$ cat config.mk
export PLATFORM = sky130hd
export DESIGN_NAME = serial_port
export DESIGN_NICKNAME = d
export VERILOG_FILES = /design/src/include/serial_port_pkg.sv /design/src/hw/serial_port.sv
export SDC_FILE = /design/constraint.sdc
export NUM_CORES = 1
export LEC_CHECK = 0
export BUFFER_PORTS_ARGS = -buffer_cell sky130_fd_sc_hd__buf_2
export CAP_MARGIN = 40
export CORE_UTILIZATION = 50
export CTS_BUF_LIST = sky130_fd_sc_hd__clkbuf_8 sky130_fd_sc_hd__clkbuf_16
export DETAILED_ROUTE_END_ITERATION = 10
export PLACE_DENSITY = 0.76
export SETUP_SLACK_MARGIN = 0.02
export SLEW_MARGIN = 10
export SYNTH_ARGS = -nofsm -noshare
export SYNTH_HDL_FRONTEND = slang
export SYNTH_SLANG_ARGS = --single-unit
export TNS_END_PERCENT = 50
$ cat constraint.sdc
create_clock -name hclk -period 5.35 [get_ports hclk]
set_input_delay 0.8025 -clock hclk [delete_from_list [all_inputs] [get_ports hclk]]
set_output_delay 0.8025 -clock hclk [all_outputs]
set_load 0.005 [all_outputs]
$ cat src/include/serial_port_pkg.sv
package serial_port_pkg;

    // Printed offsets are register indices; byte address is four times the index
    localparam logic [7:0] idx_data = 8'h31;
    localparam logic [7:0] idx_control = 8'h32;
    localparam logic [7:0] idx_status = 8'h33;
    localparam logic [9:0] addr_data = {idx_data, 2'b00};
    localparam logic [9:0] addr_control = {idx_control, 2'b00};
    localparam logic [9:0] addr_status = {idx_status, 2'b00};
    localparam logic [9:0] addr_irq_status = 10'h0e0;
    localparam logic [9:0] addr_irq_mask = 10'h0e4;

    // Status bit positions
    localparam int bit_done = 7;
    localparam int bit_write_collision_flag = 6;
    localparam int bit_ovr = 5;
    localparam int bit_mode_fault_flag = 4;
    localparam int bit_sod = 2;
    localparam int bit_ssm = 1;
    localparam int bit_ssi = 0;

    // Control bit positions
    localparam int bit_irq_en = 7;
    localparam int bit_port_en = 6;
    localparam int bit_master = 4;

    // Interrupt status bit positions
    localparam int ev_done = 0;
    localparam int ev_ovr = 1;
    localparam int ev_mode_fault_flag = 2;
    localparam int ev_write_collision_flag = 3;

    localparam logic [7:0] status_reset = 8'h00;
    localparam logic [7:0] control_reset = 8'h00;
    localparam logic [3:0] irq_reset = 4'h0;

    // Serial clock in master mode: one half period of the link clock
    localparam int clk_period_ns = 10;
    localparam int sck_half_ns = 40;
    localparam int sck_half_cycles = (sck_half_ns + clk_period_ns - 1) / clk_period_ns;
    localparam logic [3:0] sck_half_load = 4'(sck_half_cycles - 1);
    localparam logic [3:0] bits_per_byte = 4'h8;

    typedef enum logic [1:0] {st_idle, st_low, st_high} shift_state_type;

    typedef struct packed {
        logic mosi_o;
        logic mosi_oe;
        logic miso_o;
        logic miso_oe;
        logic sck_o;
        logic sck_oe;
    } pins_out_type;

    typedef struct packed {
        logic [2:0] sck;
        logic [1:0] ss_n;
        logic [1:0] mosi;
        logic [1:0] miso;
    } sync_type;

endpackage

$ cat src/hw/serial_port.sv
// Added by the designer: the AHB-Lite interface to the registers.
`timescale 1ns/10ps

// Function
// - Set done bit 7, interrupt when enabled
// - Done cleared by status access then data access
// - Data writes ignored while done until status access
// - Write during transfer sets collision bit 6
// - New byte while done sets overrun bit 5
// - Overrun interrupts; status read clears it
// - Select low in master sets fault bit 4
// - Fault cleared by status access then control write
// - Output disable releases data output
// - Software select management ignores select pin
// - Internal select bit: 0 selects, 1 deselects
// - Master starts byte on data write
// - Received byte copied to buffer; reads return it
// - Data write loads shift register directly
// - Status resets to zero, bit 3 zero
// - Interrupt on done, fault or overrun when enabled
// - Fault clears port enable and master select
module serial_port
    import serial_port_pkg::*;
(
    // Clock and reset
    input wire logic hclk,
    input wire logic hresetn,
    // AHB-Lite slave
    input wire logic hsel,
    input wire logic [31:0] haddr,
    input wire logic [1:0] htrans,
    input wire logic hwrite,
    input wire logic [2:0] hsize,
    input wire logic [31:0] hwdata,
    input wire logic hready,
    output logic [31:0] hrdata,
    output logic hreadyout,
    output logic hresp,
    // Serial pins
    input wire logic sck_i,
    input wire logic ss_n_i,
    input wire logic mosi_i,
    input wire logic miso_i,
    output pins_out_type pins_o,
    // Interrupt
    output logic irq
);

    typedef struct packed {
        logic a_valid;
        logic a_write;
        logic [9:0] a_addr;
        logic [31:0] rdata;
        logic [7:0] control;
        logic done;
        logic write_collision_flag;
        logic overrun_flag;
        logic mode_fault_flag;
        logic [2:0] csr_low;
        logic done_armed;
        logic write_collision_flag_armed;
        logic mode_fault_flag_armed;
        logic [7:0] shifter;
        logic [7:0] rx_buf;
        logic [3:0] bit_cnt;
        logic [3:0] div_cnt;
        shift_state_type state;
        logic busy;
        logic out_bit;
        logic [3:0] irq_status;
        logic [3:0] irq_mask;
        pins_out_type pins;
        logic irq;
        sync_type sync;
    } state_type;

    state_type state_reg, state_next;

    function automatic logic [31:0] read_mux(input state_type s, input logic [9:0] a);
        read_mux = 32'h0000_0000;
        unique case (a)
            addr_data: read_mux = {24'h00_0000, s.rx_buf};
            addr_control: read_mux = {24'h00_0000, s.control};
            addr_status: read_mux = {24'h00_0000, s.done, s.write_collision_flag, s.overrun_flag, s.mode_fault_flag, 1'b0,
                s.csr_low};
            addr_irq_status: read_mux = {28'h000_0000, s.irq_status};
            addr_irq_mask: read_mux = {28'h000_0000, s.irq_mask};
            default: read_mux = 32'h0000_0000;
        endcase
    endfunction

    logic take, sck_rise, sck_fall, ss_level, is_master, enabled, sel_fault;
    logic ev_done_p, ev_ovr_p, ev_mode_fault_flag_p, ev_write_collision_flag_p;
    logic wr_data, rd_data, wr_ctrl, rd_stat, wr_stat, rd_irq, wr_mask;
    logic last_edge;

    assign take = hsel && hready && htrans[1];
    assign hrdata = state_reg.rdata;
    assign hreadyout = 1'b1;
    assign hresp = 1'b0;
    assign pins_o = state_reg.pins;
    assign irq = state_reg.irq;

    always_comb begin
        state_next = state_reg;
        // Address phase capture, data phase in the following cycle
        state_next.a_valid = take;
        state_next.a_write = hwrite;
        state_next.a_addr = haddr[9:0];
        wr_data = state_reg.a_valid && state_reg.a_write && state_reg.a_addr == addr_data;
        rd_data = state_reg.a_valid && !state_reg.a_write && state_reg.a_addr == addr_data;
        wr_ctrl = state_reg.a_valid && state_reg.a_write && state_reg.a_addr == addr_control;
        wr_stat = state_reg.a_valid && state_reg.a_write && state_reg.a_addr == addr_status;
        rd_stat = state_reg.a_valid && !state_reg.a_write && state_reg.a_addr == addr_status;
        rd_irq = state_reg.a_valid && !state_reg.a_write && state_reg.a_addr == addr_irq_status;
        wr_mask = state_reg.a_valid && state_reg.a_write && state_reg.a_addr == addr_irq_mask;

        // Pin synchronisers; second stages are read, and sck also its third stage for edge detection
        state_next.sync.sck = {state_reg.sync.sck[1:0], sck_i};
        state_next.sync.ss_n = {state_reg.sync.ss_n[0], ss_n_i};
        state_next.sync.mosi = {state_reg.sync.mosi[0], mosi_i};
        state_next.sync.miso = {state_reg.sync.miso[0], miso_i};
        sck_rise = state_reg.sync.sck[1] && !state_reg.sync.sck[2];
        sck_fall = !state_reg.sync.sck[1] && state_reg.sync.sck[2];

        is_master = state_reg.control[bit_master];
        enabled = state_reg.control[bit_port_en];
        ss_level = state_reg.csr_low[bit_ssm] ? state_reg.csr_low[bit_ssi]
            : state_reg.sync.ss_n[1];
        sel_fault = enabled && is_master && !ss_level;
        ev_done_p = 1'b0;
        ev_ovr_p = 1'b0;
        ev_write_collision_flag_p = 1'b0;
        ev_mode_fault_flag_p = 1'b0;
        last_edge = 1'b0;

        // Status access arms the done and fault clears; only a status read arms the collision clear
        if (rd_stat || wr_stat) begin
            state_next.done_armed = state_reg.done;
            state_next.mode_fault_flag_armed = state_reg.mode_fault_flag;
        end
        if (rd_stat) begin
            state_next.write_collision_flag_armed = state_reg.write_collision_flag;
            state_next.overrun_flag = 1'b0;
        end
        if (wr_stat) begin
            state_next.csr_low = hwdata[2:0];
        end
        if ((rd_data || wr_data) && state_reg.done_armed) begin
            state_next.done = 1'b0;
            state_next.done_armed = 1'b0;
        end
        if (rd_data && state_reg.write_collision_flag_armed) begin
            state_next.write_collision_flag = 1'b0;
            state_next.write_collision_flag_armed = 1'b0;
        end
        if (wr_ctrl) begin
            state_next.control = hwdata[7:0];
            if (state_reg.mode_fault_flag_armed) begin
                state_next.mode_fault_flag = 1'b0;
                state_next.mode_fault_flag_armed = 1'b0;
            end
        end

        // Data write: collision, inhibit, or load shifter
        if (wr_data) begin
            if (state_reg.busy) begin
                state_next.write_collision_flag = 1'b1;
                ev_write_collision_flag_p = 1'b1;
            end else if (state_reg.done && !state_reg.done_armed) begin
                state_next.done = state_reg.done;
            end else begin
                state_next.shifter = hwdata[7:0];
                state_next.bit_cnt = 4'h0;
                state_next.out_bit = hwdata[7];
                if (is_master && enabled) begin
                    state_next.busy = 1'b1;
                    state_next.state = st_low;
                    state_next.div_cnt = sck_half_load;
                end
            end
        end

        // Master clock generator and shifter
        unique case (state_reg.state)
            st_idle: begin
                state_next.pins.sck_o = 1'b0;
            end
            st_low: begin
                if (state_reg.div_cnt != 4'h0) begin
                    state_next.div_cnt = state_reg.div_cnt - 4'h1;
                end else begin
                    state_next.div_cnt = sck_half_load;
                    state_next.pins.sck_o = 1'b1;
                    state_next.shifter = {state_reg.shifter[6:0], state_reg.sync.miso[1]};
                    state_next.bit_cnt = state_reg.bit_cnt + 4'h1;
                    state_next.state = st_high;
                end
            end
            st_high: begin
                if (state_reg.div_cnt != 4'h0) begin
                    state_next.div_cnt = state_reg.div_cnt - 4'h1;
                end else begin
                    state_next.pins.sck_o = 1'b0;
                    state_next.out_bit = state_reg.shifter[7];
                    if (state_reg.bit_cnt == bits_per_byte) begin
                        last_edge = 1'b1;
                        state_next.state = st_idle;
                        state_next.busy = 1'b0;
                    end else begin
                        state_next.div_cnt = sck_half_load;
                        state_next.state = st_low;
                    end
                end
            end
        endcase

        // Slave shifting from the sampled link clock
        if (!is_master && enabled && !ss_level) begin
            if (sck_rise) begin
                state_next.shifter = {state_reg.shifter[6:0], state_reg.sync.mosi[1]};
                state_next.bit_cnt = state_reg.bit_cnt + 4'h1;
                state_next.busy = 1'b1;
                if (state_reg.bit_cnt == bits_per_byte - 4'h1) begin
                    last_edge = 1'b1;
                    state_next.bit_cnt = 4'h0;
                    state_next.busy = 1'b0;
                end
            end
            if (sck_fall) begin
                state_next.out_bit = state_reg.shifter[7];
            end
        end
        if (!is_master && ss_level) begin
            state_next.bit_cnt = 4'h0;
            state_next.busy = 1'b0;
        end

        // Byte complete: buffer it or flag overrun
        if (last_edge) begin
            if (state_reg.done) begin
                state_next.overrun_flag = 1'b1;
                ev_ovr_p = 1'b1;
            end else begin
                // Master holds all eight bits by the last fall; slave takes its last bit now
                state_next.rx_buf = is_master ? state_reg.shifter : {state_reg.shifter[6:0],
                    state_reg.sync.mosi[1]};
                state_next.done = 1'b1;
                state_next.done_armed = 1'b0;
                ev_done_p = 1'b1;
            end
        end

        if (sel_fault) begin
            state_next.mode_fault_flag = 1'b1;
            state_next.mode_fault_flag_armed = 1'b0;
            state_next.control[bit_port_en] = 1'b0;
            state_next.control[bit_master] = 1'b0;
            state_next.state = st_idle;
            state_next.busy = 1'b0;
            ev_mode_fault_flag_p = 1'b1;
        end

        // Pin drive
        state_next.pins.sck_oe = state_next.control[bit_port_en] && state_next.control[bit_master];
        state_next.pins.mosi_o = state_next.out_bit;
        state_next.pins.miso_o = state_next.out_bit;
        state_next.pins.mosi_oe = state_next.control[bit_port_en] && state_next.control[bit_master]
            && !state_next.csr_low[bit_sod];
        state_next.pins.miso_oe = state_next.control[bit_port_en]
            && !state_next.control[bit_master] && !state_next.csr_low[bit_sod] && !ss_level;

        // Sticky interrupt status: set wins over read clear
        if (rd_irq) begin
            state_next.irq_status = irq_reset;
        end
        if (wr_mask) begin
            state_next.irq_mask = hwdata[3:0];
        end
        if (ev_done_p) begin
            state_next.irq_status[ev_done] = 1'b1;
        end
        if (ev_ovr_p) begin
            state_next.irq_status[ev_ovr] = 1'b1;
        end
        if (ev_mode_fault_flag_p) begin
            state_next.irq_status[ev_mode_fault_flag] = 1'b1;
        end
        if (ev_write_collision_flag_p) begin
            state_next.irq_status[ev_write_collision_flag] = 1'b1;
        end
        state_next.irq = (state_next.control[bit_irq_en] && (state_next.done
            || state_next.overrun_flag || state_next.mode_fault_flag))
            || |(state_next.irq_status & state_next.irq_mask);

        // Read data taken after this edge's updates, so no event set here goes unreported
        if (take && !hwrite) begin
            state_next.rdata = read_mux(state_next, haddr[9:0]);
        end
    end

    always_ff @(posedge hclk or negedge hresetn) begin
        if (!hresetn) begin
            state_reg <= '0;
            state_reg.control <= control_reset;
            state_reg.irq_mask <= irq_reset;
            state_reg.state <= st_idle;
            state_reg.sync.ss_n <= 2'b11;
        end else begin
            state_reg <= state_next;
        end
    end

endmodule

==> results of run 1 <==
-- kinds of logic after synthesis --
| logic type | Yosys count | share of synthesized area, % |
|---|---|---|
| muxes | 40 | 9.351 |
| buffers and inverters | 82 | 10.99 |
| and+or+nand+nor | 132 | 15.95 |
| AOI/OAI and AO/OA | 84 | 13.11 |
| adders and majority gates | 5 | 1.392 |
| other | 2 | 0.1671 |
| DFF | 88 | 49.04 |
-- per-layer routing --
metal | part of all wire, % | routed length, µm | global-route usage, %
met1 | 45 | 4270 | 27.52
met2 | 49 | 4651 | 33.69
met3 | 4.0 | 379 | 4.046
met4 | 1.6 | 152 | 8.037
met5 | 0 | 0 | 0
-- cells in the mapped netlist (3+ instances only) --
master / count
sky130_fd_sc_hd__dfrtp_1: 86
sky130_fd_sc_hd__nor3_1: 13
sky130_fd_sc_hd__mux2i_1: 27
sky130_fd_sc_hd__a211oi_1: 3
sky130_fd_sc_hd__ha_1: 5
sky130_fd_sc_hd__or2_2: 3
sky130_fd_sc_hd__a22oi_1: 4
sky130_fd_sc_hd__a21oi_1: 21
sky130_fd_sc_hd__nand2b_1: 4
sky130_fd_sc_hd__and3_1: 5
sky130_fd_sc_hd__or4_1: 3
sky130_fd_sc_hd__a221oi_1: 3
sky130_fd_sc_hd__inv_1: 28
sky130_fd_sc_hd__or3_1: 6
sky130_fd_sc_hd__buf_4: 41
sky130_fd_sc_hd__o22a_1: 5
sky130_fd_sc_hd__nand4_1: 4
sky130_fd_sc_hd__nand2_1: 25
sky130_fd_sc_hd__o22ai_1: 4
sky130_fd_sc_hd__nand4bb_1: 3
sky130_fd_sc_hd__nor3b_1: 3
sky130_fd_sc_hd__o221ai_1: 3
sky130_fd_sc_hd__mux2_2: 12
sky130_fd_sc_hd__nand3_1: 15
sky130_fd_sc_hd__o21ai_0: 16
sky130_fd_sc_hd__clkbuf_1: 6
sky130_fd_sc_hd__buf_6: 3
sky130_fd_sc_hd__nor2_1: 30
-- power by group through the flow --
stage                     clock (mW)  sequential [mW]  combinational [mW]
after floorplan                    0            0.722              0.0799
after detailed placement           0            0.732               0.107
after CTS                      0.455            0.719               0.108
after global routing           0.481            0.723               0.120
final                          0.445            0.719               0.107
after global placement             0            0.730               0.101
-- path summary, 6_finish.rpt --
| path | endpoint | start | cells after the start | slack (ps) |
|---|---|---|---|---|
| worst max-delay path | hrdata[5]$_DFFE_PN0P_ | state_reg[110]$_DFF_PN0_ | 6 | 2190 |
| worst min-delay path | state_reg[3]$_DFF_PN0_ | state_next[3]$_DFF_PN0_ | 0 | 350 |
| worst max register to register | hrdata[5]$_DFFE_PN0P_ | state_reg[110]$_DFF_PN0_ | 6 | 2190 |
| worst min register to register | state_reg[3]$_DFF_PN0_ | state_next[3]$_DFF_PN0_ | 0 | 350 |
| max in group asynchronous | state_reg[5]$_DFF_PN1_ | hresetn | 2 | 4310 |
| min in group asynchronous | state_reg[30]$_DFF_PN0_ | hresetn | 1 | 390 |
-- cell type report --
type / count / area [µm²]
fillers: 755 / 3944
flip-flops and latches: 88 / 2205
multi-input cells: 287 / 1887
repair buffers: 45 / 259.0
well taps: 108 / 135.1
clock buffers: 9 / 123.9
inverters: 28 / 105.1
clock inverters: 6 / 62.56
-- metrics by stage --
stage | instance area [µm²] | hold slack [ps]
finish | 4777 | 351.9
global route | 4777 | 360.3
CTS | 4777 | 357.0
detailed placement | 4591 | 338.1
global placement | 4552 | 338.0
floorplan | 4586 | 331.2
-- critical path: cells and delay by family, from the launching register on --
family	cells	cell delay [ps]
and+or+nand+nor	3	1650
DFF	1	390
muxes	1	570
AOI/OAI and AO/OA	2	450
-- cells in the final DEF, fill, tap and decap left out, types with 4 or more instances in the layout --
cell type                  count
sky130_fd_sc_hd__a21oi_1      21
sky130_fd_sc_hd__conb_1       26
sky130_fd_sc_hd__o22ai_1       4
sky130_fd_sc_hd__nand4_1       4
sky130_fd_sc_hd__ha_1          5
sky130_fd_sc_hd__and3_1        5
sky130_fd_sc_hd__o22a_1        5
sky130_fd_sc_hd__nor2_1       30
sky130_fd_sc_hd__nand2b_1      4
sky130_fd_sc_hd__buf_2        41
sky130_fd_sc_hd__mux2_2       12
sky130_fd_sc_hd__clkbuf_8      9
sky130_fd_sc_hd__a22oi_1       4
sky130_fd_sc_hd__nand2_1      25
sky130_fd_sc_hd__inv_1        29
sky130_fd_sc_hd__dfrtp_1      86
sky130_fd_sc_hd__or3_1         6
sky130_fd_sc_hd__mux2i_1      27
sky130_fd_sc_hd__o21ai_0      16
sky130_fd_sc_hd__nor3_1       13
sky130_fd_sc_hd__nand3_1      15
==> impl_results.md, run 1 <==
* Asr flop ratio synth at 100.0%
* Initial detailed-routing violation count at 148
* Total power at 1.271 mW
* CP endpoint kind: flop
* Max Buffers Root-to-Sink at 2
* Part of the cycle the worst path needs at 59.09%
* Detailed-router iteration count before antenna repair at 5
* Cell Area, Synth at 4496 µm²
* Vias at 3219
* Category of the most critical setup path: flop to flop
* Sequential share of the synthesized area at 49.04%
* Number of distinct library cell variants in the gate-level netlist after synthesis at 71
* Number of CTS-inserted buffers at 9
* Primary FF master, synth: sky130_fd_sc_hd__dfrtp_1
* Fraction of layout cells with a size suffix above 1 at 19.01%
* Transition time of the tightest slew-check pin at 886.1 ps
* Max incr delay on CP at 840 ps
* Power Internal at 0.9494 mW
* Share of the synthesized area in the top cell type at 47.87%
* DRC errors left at 0
* Maximum operating frequency at 316.3 MHz
* Total wire length after detailed routing at 9453 µm
* Req. time, crit path at 5610 ps
* GPL Wtd Cong at 0.8998
* Die area at 9374 µm²
* Setup Buffers After CTS at 0
* Worst-path clk slew at 90 ps
* Power share of the combinational group at 8.4%
* Final antenna-violating net count at 0
* Peak supply drop at 161.5 µV
* Post-route non-filler standard cell count at 571
* Outcome: finished clean
* Final-report hold violation count at 0
* Clock power share at 35.0%
* Cell type with the largest total area after synthesis: sky130_fd_sc_hd__dfrtp_1
* Global-route wire length before repair at 15320 µm
* Post-cts sizing count at 0
* Port Buffers at 42
* Worst-Skew Late Latency at 360 ps
* Mapped Avg Cell Area at 10.38 µm²
* Leakage Power at 2.303 nW
* Library cell contributing the largest single delay on the critical path: sky130_fd_sc_hd__nand4_1
* CTS sink cnt at 88
* Number of flip-flops in the largest register at 67
* Final min period at 3161 ps
* Hold Buf Count CTS at 0
* Antenna diode instance count at 0
* Flops & latches, synth at 88
* Part of the power in registers at 56.6%
* Via count of the first global-routing pass at 3070
* Count of placed standard cells including taps at 556
* Height of the die at 96.82 µm
* Initial core utilization at 51.55%
* Area growth from synthesis to layout at 6.262%
* Count of warnings emitted by yosys at 0
* Min-Delay Path Class: flop to flop
* PD cells at 266.1 nW/µm²
* Final-report setup violation count at 0
* Final #Nets at 542
* Htree depth at 3
* Fin. max-slew vios at 0
* Core Footprint at 8721 µm²
* Initial antenna violation count at 0
* Final worst slack at 2189 ps
* Total global-route track usage at 20.76%
* Total negative setup slack at 0 ps
* Post-placement setup slack at 2254 ps
* Setup repair after global routing missed its margin: false
* Switching pwr at 0.3218 mW
* CTS Root Cell: sky130_fd_sc_hd__clkbuf_8
* Worst slew margin relative to its limit at 40.71%
* Maximum net fanout on the critical path at 10
* Number of enable-type register cells in the synthesized netlist at 0
* Cell-by-cell trace of the critical path: nor3_1 -> nand4_1 -> mux2_2 -> nor3b_1 -> a211o_1 -> a31o_1
* Std-Cell Rows at 34
* Pin count of the biggest net entering global routing at 56
* Detailed-route wire length per cell at 16.56 µm
* Leading cell types by total area after synthesis: sky130_fd_sc_hd__dfrtp_1 48%, sky130_fd_sc_hd__buf_4 6.8%, sky130_fd_sc_hd__mux2i_1 6.0%
* Mapped Cells at 433
* Fin util at 54.78%
* Die outline width at 96.82 µm
* I/O pin count at 119
* Startpoint class of the critical path: flop
* Net switching share of the total power at 25.31%
* Congestion Overflow GR at 0
* Worst clock skew on the final layout at 9.499 ps
* MaxCap Viol Count at 0
* Clock tree from TritonCTS: done
* Detailed-placement wirelength estimate at 7000 µm
* Critical Path AT at 3420 ps
* Routed via count divided by cell count at 5.637
No activity file was read; power rests on OpenSTA's default activity.
==> inputs of run 2 (changes only) <==
==> constraint.sdc (replaced) <==
create_clock -name hclk -period 3.3 [get_ports hclk]
set_input_delay 0.495 -clock hclk [delete_from_list [all_inputs] [get_ports hclk]]
set_output_delay 0.495 -clock hclk [all_outputs]
set_load 0.005 [all_outputs]
==> impl_results.md, run 2 (same netlist as run 1, synthesis figures left out) <==
* Outcome: finished clean
* CP endpoint kind: flop
* Final min period at 2682 ps (-479.6 ps)
* Worst clock skew on the final layout at 9.869 ps (+0.3701 ps)
* Port Buffers at 42 (unchanged)
* Total wire length after detailed routing at 9630 µm (+1.9%)
* Global-route wire length before repair at 16290 µm (+6.3%)
* CTS sink cnt at 88 (unchanged)
* Pin count of the biggest net entering global routing at 51 (-8.9%)
* Total negative setup slack at 0 ps (unchanged)
* Final #Nets at 547 (+0.92%)
* Worst slew margin relative to its limit at 50.38% (+9.7 points)
* CTS Root Cell: sky130_fd_sc_hd__clkbuf_8
* Htree depth at 3 (unchanged)
* Total global-route track usage at 21.90% (+1.1 points)
* Area growth from synthesis to layout at 6.763%
* Fraction of layout cells with a size suffix above 1 at 19.70% (+0.69 points)
* Max Buffers Root-to-Sink at 2 (unchanged)
* Initial antenna violation count at 0 (unchanged)
* Reg-to-reg critical path endpoint: hrdata[4]$_DFFE_PN0P_
* Part of the cycle the worst path needs at 81.26% (+22 points)
* DRC errors left at 0 (unchanged)
* Hold slack final at 116.5 ps (-235.4 ps)
* Detailed-router iteration count before antenna repair at 5 (unchanged)
* Vias at 3213 (-0.19%)
* Category of the most critical setup path: flop to flop
* Commonest non-fill, non-tap cell in the layout: sky130_fd_sc_hd__dfrtp_1
* Number of flip-flops in the largest register at 67 (unchanged)
* Height of the die at 96.82 µm (unchanged)
* Final antenna-violating net count at 0 (unchanged)
* Via count of the first global-routing pass at 3282 (+6.9%)
* Maximum operating frequency at 372.9 MHz (+18%)
* Hold Buf Count CTS at 0 (unchanged)
* PD cells at 427.0 nW/µm² (+60%)
* Initial detailed-routing violation count at 166 (+12%)
* MaxCap Viol Count at 0 (unchanged)
* Peak supply drop at 225.2 µV (+39%)
* Top library cells by usage in the layout, fill and taps aside: 86 x sky130_fd_sc_hd__dfrtp_1, 41 x sky130_fd_sc_hd__buf_2, 30 x sky130_fd_sc_hd__nor2_1
* Final-report hold violation count at 0 (unchanged)
* Number of CTS-inserted buffers at 9 (unchanged)
* Critical Path AT at 2900 ps (-520 ps)
* Fin. max-slew vios at 0 (unchanged)
* Maximum net fanout on the critical path at 14 (+4)
* Register-to-register path setup slack at 620 ps (-1570 ps)
* Core Footprint at 8721 µm² (unchanged)
* Total power at 2.049 mW (+61%)
* Reg-to-reg startpoint: state_reg[56]$_DFF_PN0_
* Post-DP Area at 4624 µm² (+0.74%)
* Std-Cell Rows at 34 (unchanged)
* Design Area, Final at 4800 µm² (+0.47%)
* Congestion Overflow GR at 0 (unchanged)
* Die outline width at 96.82 µm (unchanged)
* Leakage Power at 2.329 nW (+1.1%)
* Die area at 9374 µm² (unchanged)
* Setup Buffers After CTS at 0 (unchanged)
* Worst reg2reg path depth at 6 (unchanged)
* Post-cts sizing count at 0 (unchanged)
* Antenna diode instance count at 0 (unchanged)
* Min-Delay Path Class: primary input to asynchronous set/reset pin
* Routed via count divided by cell count at 5.588 (-0.88%)
* Initial core utilization at 51.55% (unchanged)
* Setup repair after global routing missed its margin: false
* Final-report setup violation count at 0 (unchanged)
* Transition time of the tightest slew-check pin at 738.6 ps (-147.5 ps)
* Worst-path clk slew at 80 ps (about the same)
* Startpoint class of the critical path: flop
* Req. time, crit path at 3520 ps (-2090 ps)
* I/O pin count at 119 (unchanged)
* GPL Wtd Cong at 0.8751 (-2.7%)
* Detailed-route wire length per cell at 16.75 µm (+1.2%)
* Worst-Skew Late Latency at 350 ps (about the same)
* Clock tree from TritonCTS: done
* Detailed-placement wirelength estimate at 7124 µm (+1.8%)
-- run 2: per-stage QoR --
stage / instances / setup WS, ps / utilization [%]
floorplan: 457 / 958.1 / -
global placement: 560 / 646.1 / 52.71
detailed placement: 561 / 633.5 / 53.03
CTS: 575 / 632.7 / 55.04
global route: 575 / 460.1 / 55.04
finish: 575 / 618.3 / 55.04
-- run 2: report_power, final --
| part | internal (mW) | total [mW] | switching [mW] |
|---|---|---|---|
| logic | 0.0730 | 0.187 | 0.114 |
| clock network | 0.337 | 0.703 | 0.366 |
| registers | 1.13 | 1.16 | 0.0326 |
-- run 2: area by class of cell --
type                       count  area (µm²)
clock inverter                 5       51.30
inverter                      28       105.1
tap                          108       135.1
sequential                    88        2205
timing repair buffer          50       292.8
clock buffer                   9       123.9
multi-input combinational    287        1887
fill                         761        3921
-- run 2: routing by layer --
| metal | share of wire (%) | global-route usage, % | vias up | routed length [µm] |
|---|---|---|---|---|
| met5 | 0 | 0 | - | 0 |
| met4 | 1.7 | 7.233 | 0 | 167 |
| met3 | 5.0 | 4.986 | 14 | 481 |
| met1 | 44 | 28.04 | 1552 | 4235 |
| li1 | - | - | 1539 | - |
| met2 | 49 | 36.73 | 108 | 4744 |
-- run 2: how the worst max path moves through the flow --
stage	from	to	depth (start not counted)
after global placement	state_reg[56]$_DFF_PN0_	hrdata[4]$_DFFE_PN0P_	6
after global routing	state_reg[28]$_DFF_PN0_	hrdata[6]$_DFFE_PN0P_	9
after CTS	state_reg[56]$_DFF_PN0_	hrdata[4]$_DFFE_PN0P_	6
after detailed placement	state_reg[56]$_DFF_PN0_	hrdata[4]$_DFFE_PN0P_	6
after floorplan	state_reg[26]$_DFF_PN0_	hrdata[4]$_DFFE_PN0P_	8
final	state_reg[56]$_DFF_PN0_	hrdata[4]$_DFFE_PN0P_	6
-- run 2: worst max-delay path: stages (launching register included) --
cell and delay (ps):
sky130_fd_sc_hd__dfrtp_1 430, sky130_fd_sc_hd__mux2_4 340, sky130_fd_sc_hd__or4_4 560, sky130_fd_sc_hd__a21oi_4 410
sky130_fd_sc_hd__mux2_2 410, sky130_fd_sc_hd__a221oi_1 280, sky130_fd_sc_hd__o21ai_0 120
==> inputs of run 3 (changes only) <==
==> constraint.sdc (replaced) <==
create_clock -name hclk -period 2.8 [get_ports hclk]
set_input_delay 0.42 -clock hclk [delete_from_list [all_inputs] [get_ports hclk]]
set_output_delay 0.42 -clock hclk [all_outputs]
set_load 0.005 [all_outputs]
==> impl_results.md, run 3 (same netlist as run 1, synthesis figures left out) <==
* Detailed-route wire length per cell at 16.52 µm (-1.4%)
* Transition time of the tightest slew-check pin at 711.0 ps (-27.58 ps)
* Antenna diode instance count at 0 (unchanged)
* Category of the most critical setup path: flop to flop
* Cell-by-cell trace of the critical path: mux2_4 -> or4_4 -> a21oi_4 -> mux2_2 -> a221oi_1 -> o21ai_0
* Final worst slack at 317.3 ps (-301.0 ps)
* Peak supply drop at 335.1 µV (+49%)
* Hold Buf Count CTS at 0 (unchanged)
* Total global-route track usage at 21.35% (-0.54 points)
* Reg-to-reg startpoint: state_reg[56]$_DFF_PN0_
* Max incr delay on CP at 560 ps (about the same)
* Total negative setup slack at 0 ps (unchanged)
* Fraction of layout cells with a size suffix above 1 at 20.68% (+0.97 points)
* Via count of the first global-routing pass at 3326 (+1.3%)
* Hold slack final at 66.27 ps (-50.24 ps)
* DRC errors left at 0 (unchanged)
* Number of flip-flops in the largest register at 67 (unchanged)
* PD cells at 489.1 nW/µm² (+15%)
* Max Buffers Root-to-Sink at 2 (unchanged)
* Congestion Overflow GR at 0 (unchanged)
* Top library cells by usage in the layout, fill and taps aside: 86 x sky130_fd_sc_hd__dfrtp_1, 41 x sky130_fd_sc_hd__buf_2, 30 x sky130_fd_sc_hd__inv_1, 30 x sky130_fd_sc_hd__nor2_1, 27 x sky130_fd_sc_hd__mux2i_1
* Maximum operating frequency at 402.8 MHz (+8.0%)
* Initial antenna violation count at 0 (unchanged)
* Switching pwr at 0.6014 mW (+17%)
* Clock tree from TritonCTS: done
* Leakage Power at 2.350 nW (+0.91%)
* Setup Buffers After CTS at 0 (unchanged)
* Post-placement setup slack at 339.8 ps (-293.8 ps)
* CTS Root Cell: sky130_fd_sc_hd__clkbuf_8
* Initial core utilization at 51.55% (unchanged)
* Detailed-placement wirelength estimate at 7209 µm (+1.2%)
* Register-to-register path setup slack at 320 ps (-300 ps)
* Final min period at 2483 ps (-199.0 ps)
* Final-report setup violation count at 0 (unchanged)
* Part of the power in registers at 57.9% (+1.3 points)
* Core Footprint at 8721 µm² (unchanged)
* Worst reg2reg path depth at 6 (unchanged)
* Commonest non-fill, non-tap cell in the layout: sky130_fd_sc_hd__dfrtp_1
* I/O pin count at 119 (unchanged)
* Critical Path AT at 2710 ps (-190 ps)
* Global-route wire length before repair at 15960 µm (-2.0%)
* Final-report hold violation count at 0 (unchanged)
* Power share of the combinational group at 9.3% (+0.2 points)
* Worst-path clk slew at 80 ps (about the same)
* Height of the die at 96.82 µm (unchanged)
* Pin count of the biggest net entering global routing at 46 (-9.8%)
* GPL Wtd Cong at 0.9168 (+4.8%)
* Clock power share at 32.8% (-1.5 points)
* Die area at 9374 µm² (unchanged)
* Min-Delay Path Class: primary input to asynchronous set/reset pin
* Post-route non-filler standard cell count at 582 (+1.2%)
* Maximum net fanout on the critical path at 6 (-8)
* Fin. max-slew vios at 0 (unchanged)
* Worst-Skew Late Latency at 350 ps (about the same)
* Part of the cycle the worst path needs at 88.67% (+7.4 points)
* Area growth from synthesis to layout at 7.153%
* Power Internal at 1.755 mW (+14%)
* Req. time, crit path at 3030 ps (-490 ps)
* Final #Nets at 552 (+0.91%)
* Net switching share of the total power at 25.53% (+0.47 points)
* Htree depth at 3 (unchanged)
* Library cell contributing the largest single delay on the critical path: sky130_fd_sc_hd__or4_4
* Worst clock skew on the final layout at 11.71 ps (+1.840 ps)
* Std-Cell Rows at 34 (unchanged)
* Vias at 3288 (+2.3%)
* Total wire length after detailed routing at 9612 µm (-0.19%)
* Count of placed standard cells including taps at 566 (+0.89%)
* Startpoint class of the critical path: flop
* Detailed-router iteration count before antenna repair at 5 (unchanged)
* CP endpoint kind: flop
* Setup repair after global routing missed its margin: false
* Number of CTS-inserted buffers at 9 (unchanged)
* MaxCap Viol Count at 0 (unchanged)
* Initial detailed-routing violation count at 140 (-16%)
* Reg-to-reg critical path endpoint: hrdata[4]$_DFFE_PN0P_
* Routed via count divided by cell count at 5.649 (+1.1%)
* Total power at 2.356 mW (+15%)
* Outcome: finished clean
* Final antenna-violating net count at 0 (unchanged)
* Port Buffers at 42 (unchanged)
* Post-cts sizing count at 0 (unchanged)
* CTS sink cnt at 88 (unchanged)
* Die outline width at 96.82 µm (unchanged)
* Worst slew margin relative to its limit at 52.43% (+2.0 points)
run 3: cell types whose count changed in the layout (fill, tap and decap cells not counted), sizes merged:
cell / previous run / this run
inv: 29 / 30
buf: 50 / 55
clkbuf: 9 / 10
clkinv: 2 / 3
bufinv: 1 / 0
run 3: how the worst max path moves through the flow:
stage                                       start                     to  slack, ps
after floorplan           state_reg[26]$_DFF_PN0_  hrdata[4]$_DFFE_PN0P_        460
after global placement    state_reg[56]$_DFF_PN0_  hrdata[4]$_DFFE_PN0P_        340
after detailed placement  state_reg[56]$_DFF_PN0_  hrdata[4]$_DFFE_PN0P_        340
after CTS                 state_reg[56]$_DFF_PN0_  hrdata[4]$_DFFE_PN0P_        340
after global routing      state_reg[56]$_DFF_PN0_  hrdata[4]$_DFFE_PN0P_        210
final                     state_reg[56]$_DFF_PN0_  hrdata[4]$_DFFE_PN0P_        320
run 3: power groups by stage:
stage                     registers, mW  clock network, mW  logic [mW]
after floorplan                    1.38                  0       0.153
after global placement             1.39                  0       0.211
after detailed placement           1.39                  0       0.219
after CTS                          1.36              0.797       0.219
after global routing               1.37              0.844       0.243
final                              1.36              0.773       0.219
run 3: layout make-up:
type                    count  area, µm²
repair buffers             55      310.3
multi-input cells         287       1887
inverters                  28      105.1
clock inverters             6      37.54
well taps                 108      135.1
flip-flops and latches     88       2205
clock buffers              10      137.6
fillers                   765       3904
run 3: through the flow:
step	util [%]	instance area, µm²
after floorplan	-	4586
after global placement	53.23	4642
after detailed placement	53.23	4642
after CTS	55.24	4817
after global routing	55.24	4817
final	55.24	4817
run 3: metal layers:
| metal | up-vias | GRT usage (%) | part of all wire (%) |
|---|---|---|---|
| met4 | 0 | 6.544 | 1.4 |
| met3 | 13 | 4.697 | 5.4 |
| met1 | 1609 | 27.44 | 43 |
| met5 | - | 0 | 0 |
| li1 | 1546 | - | - |
| met2 | 120 | 36.08 | 50 |
run 3: critical path, delay by kind of cell, from the launching register on:
kind            cells  cell delay (ps)
mux                 2              720
compound gates      3              660
simple gates        1              560
flops               1              420
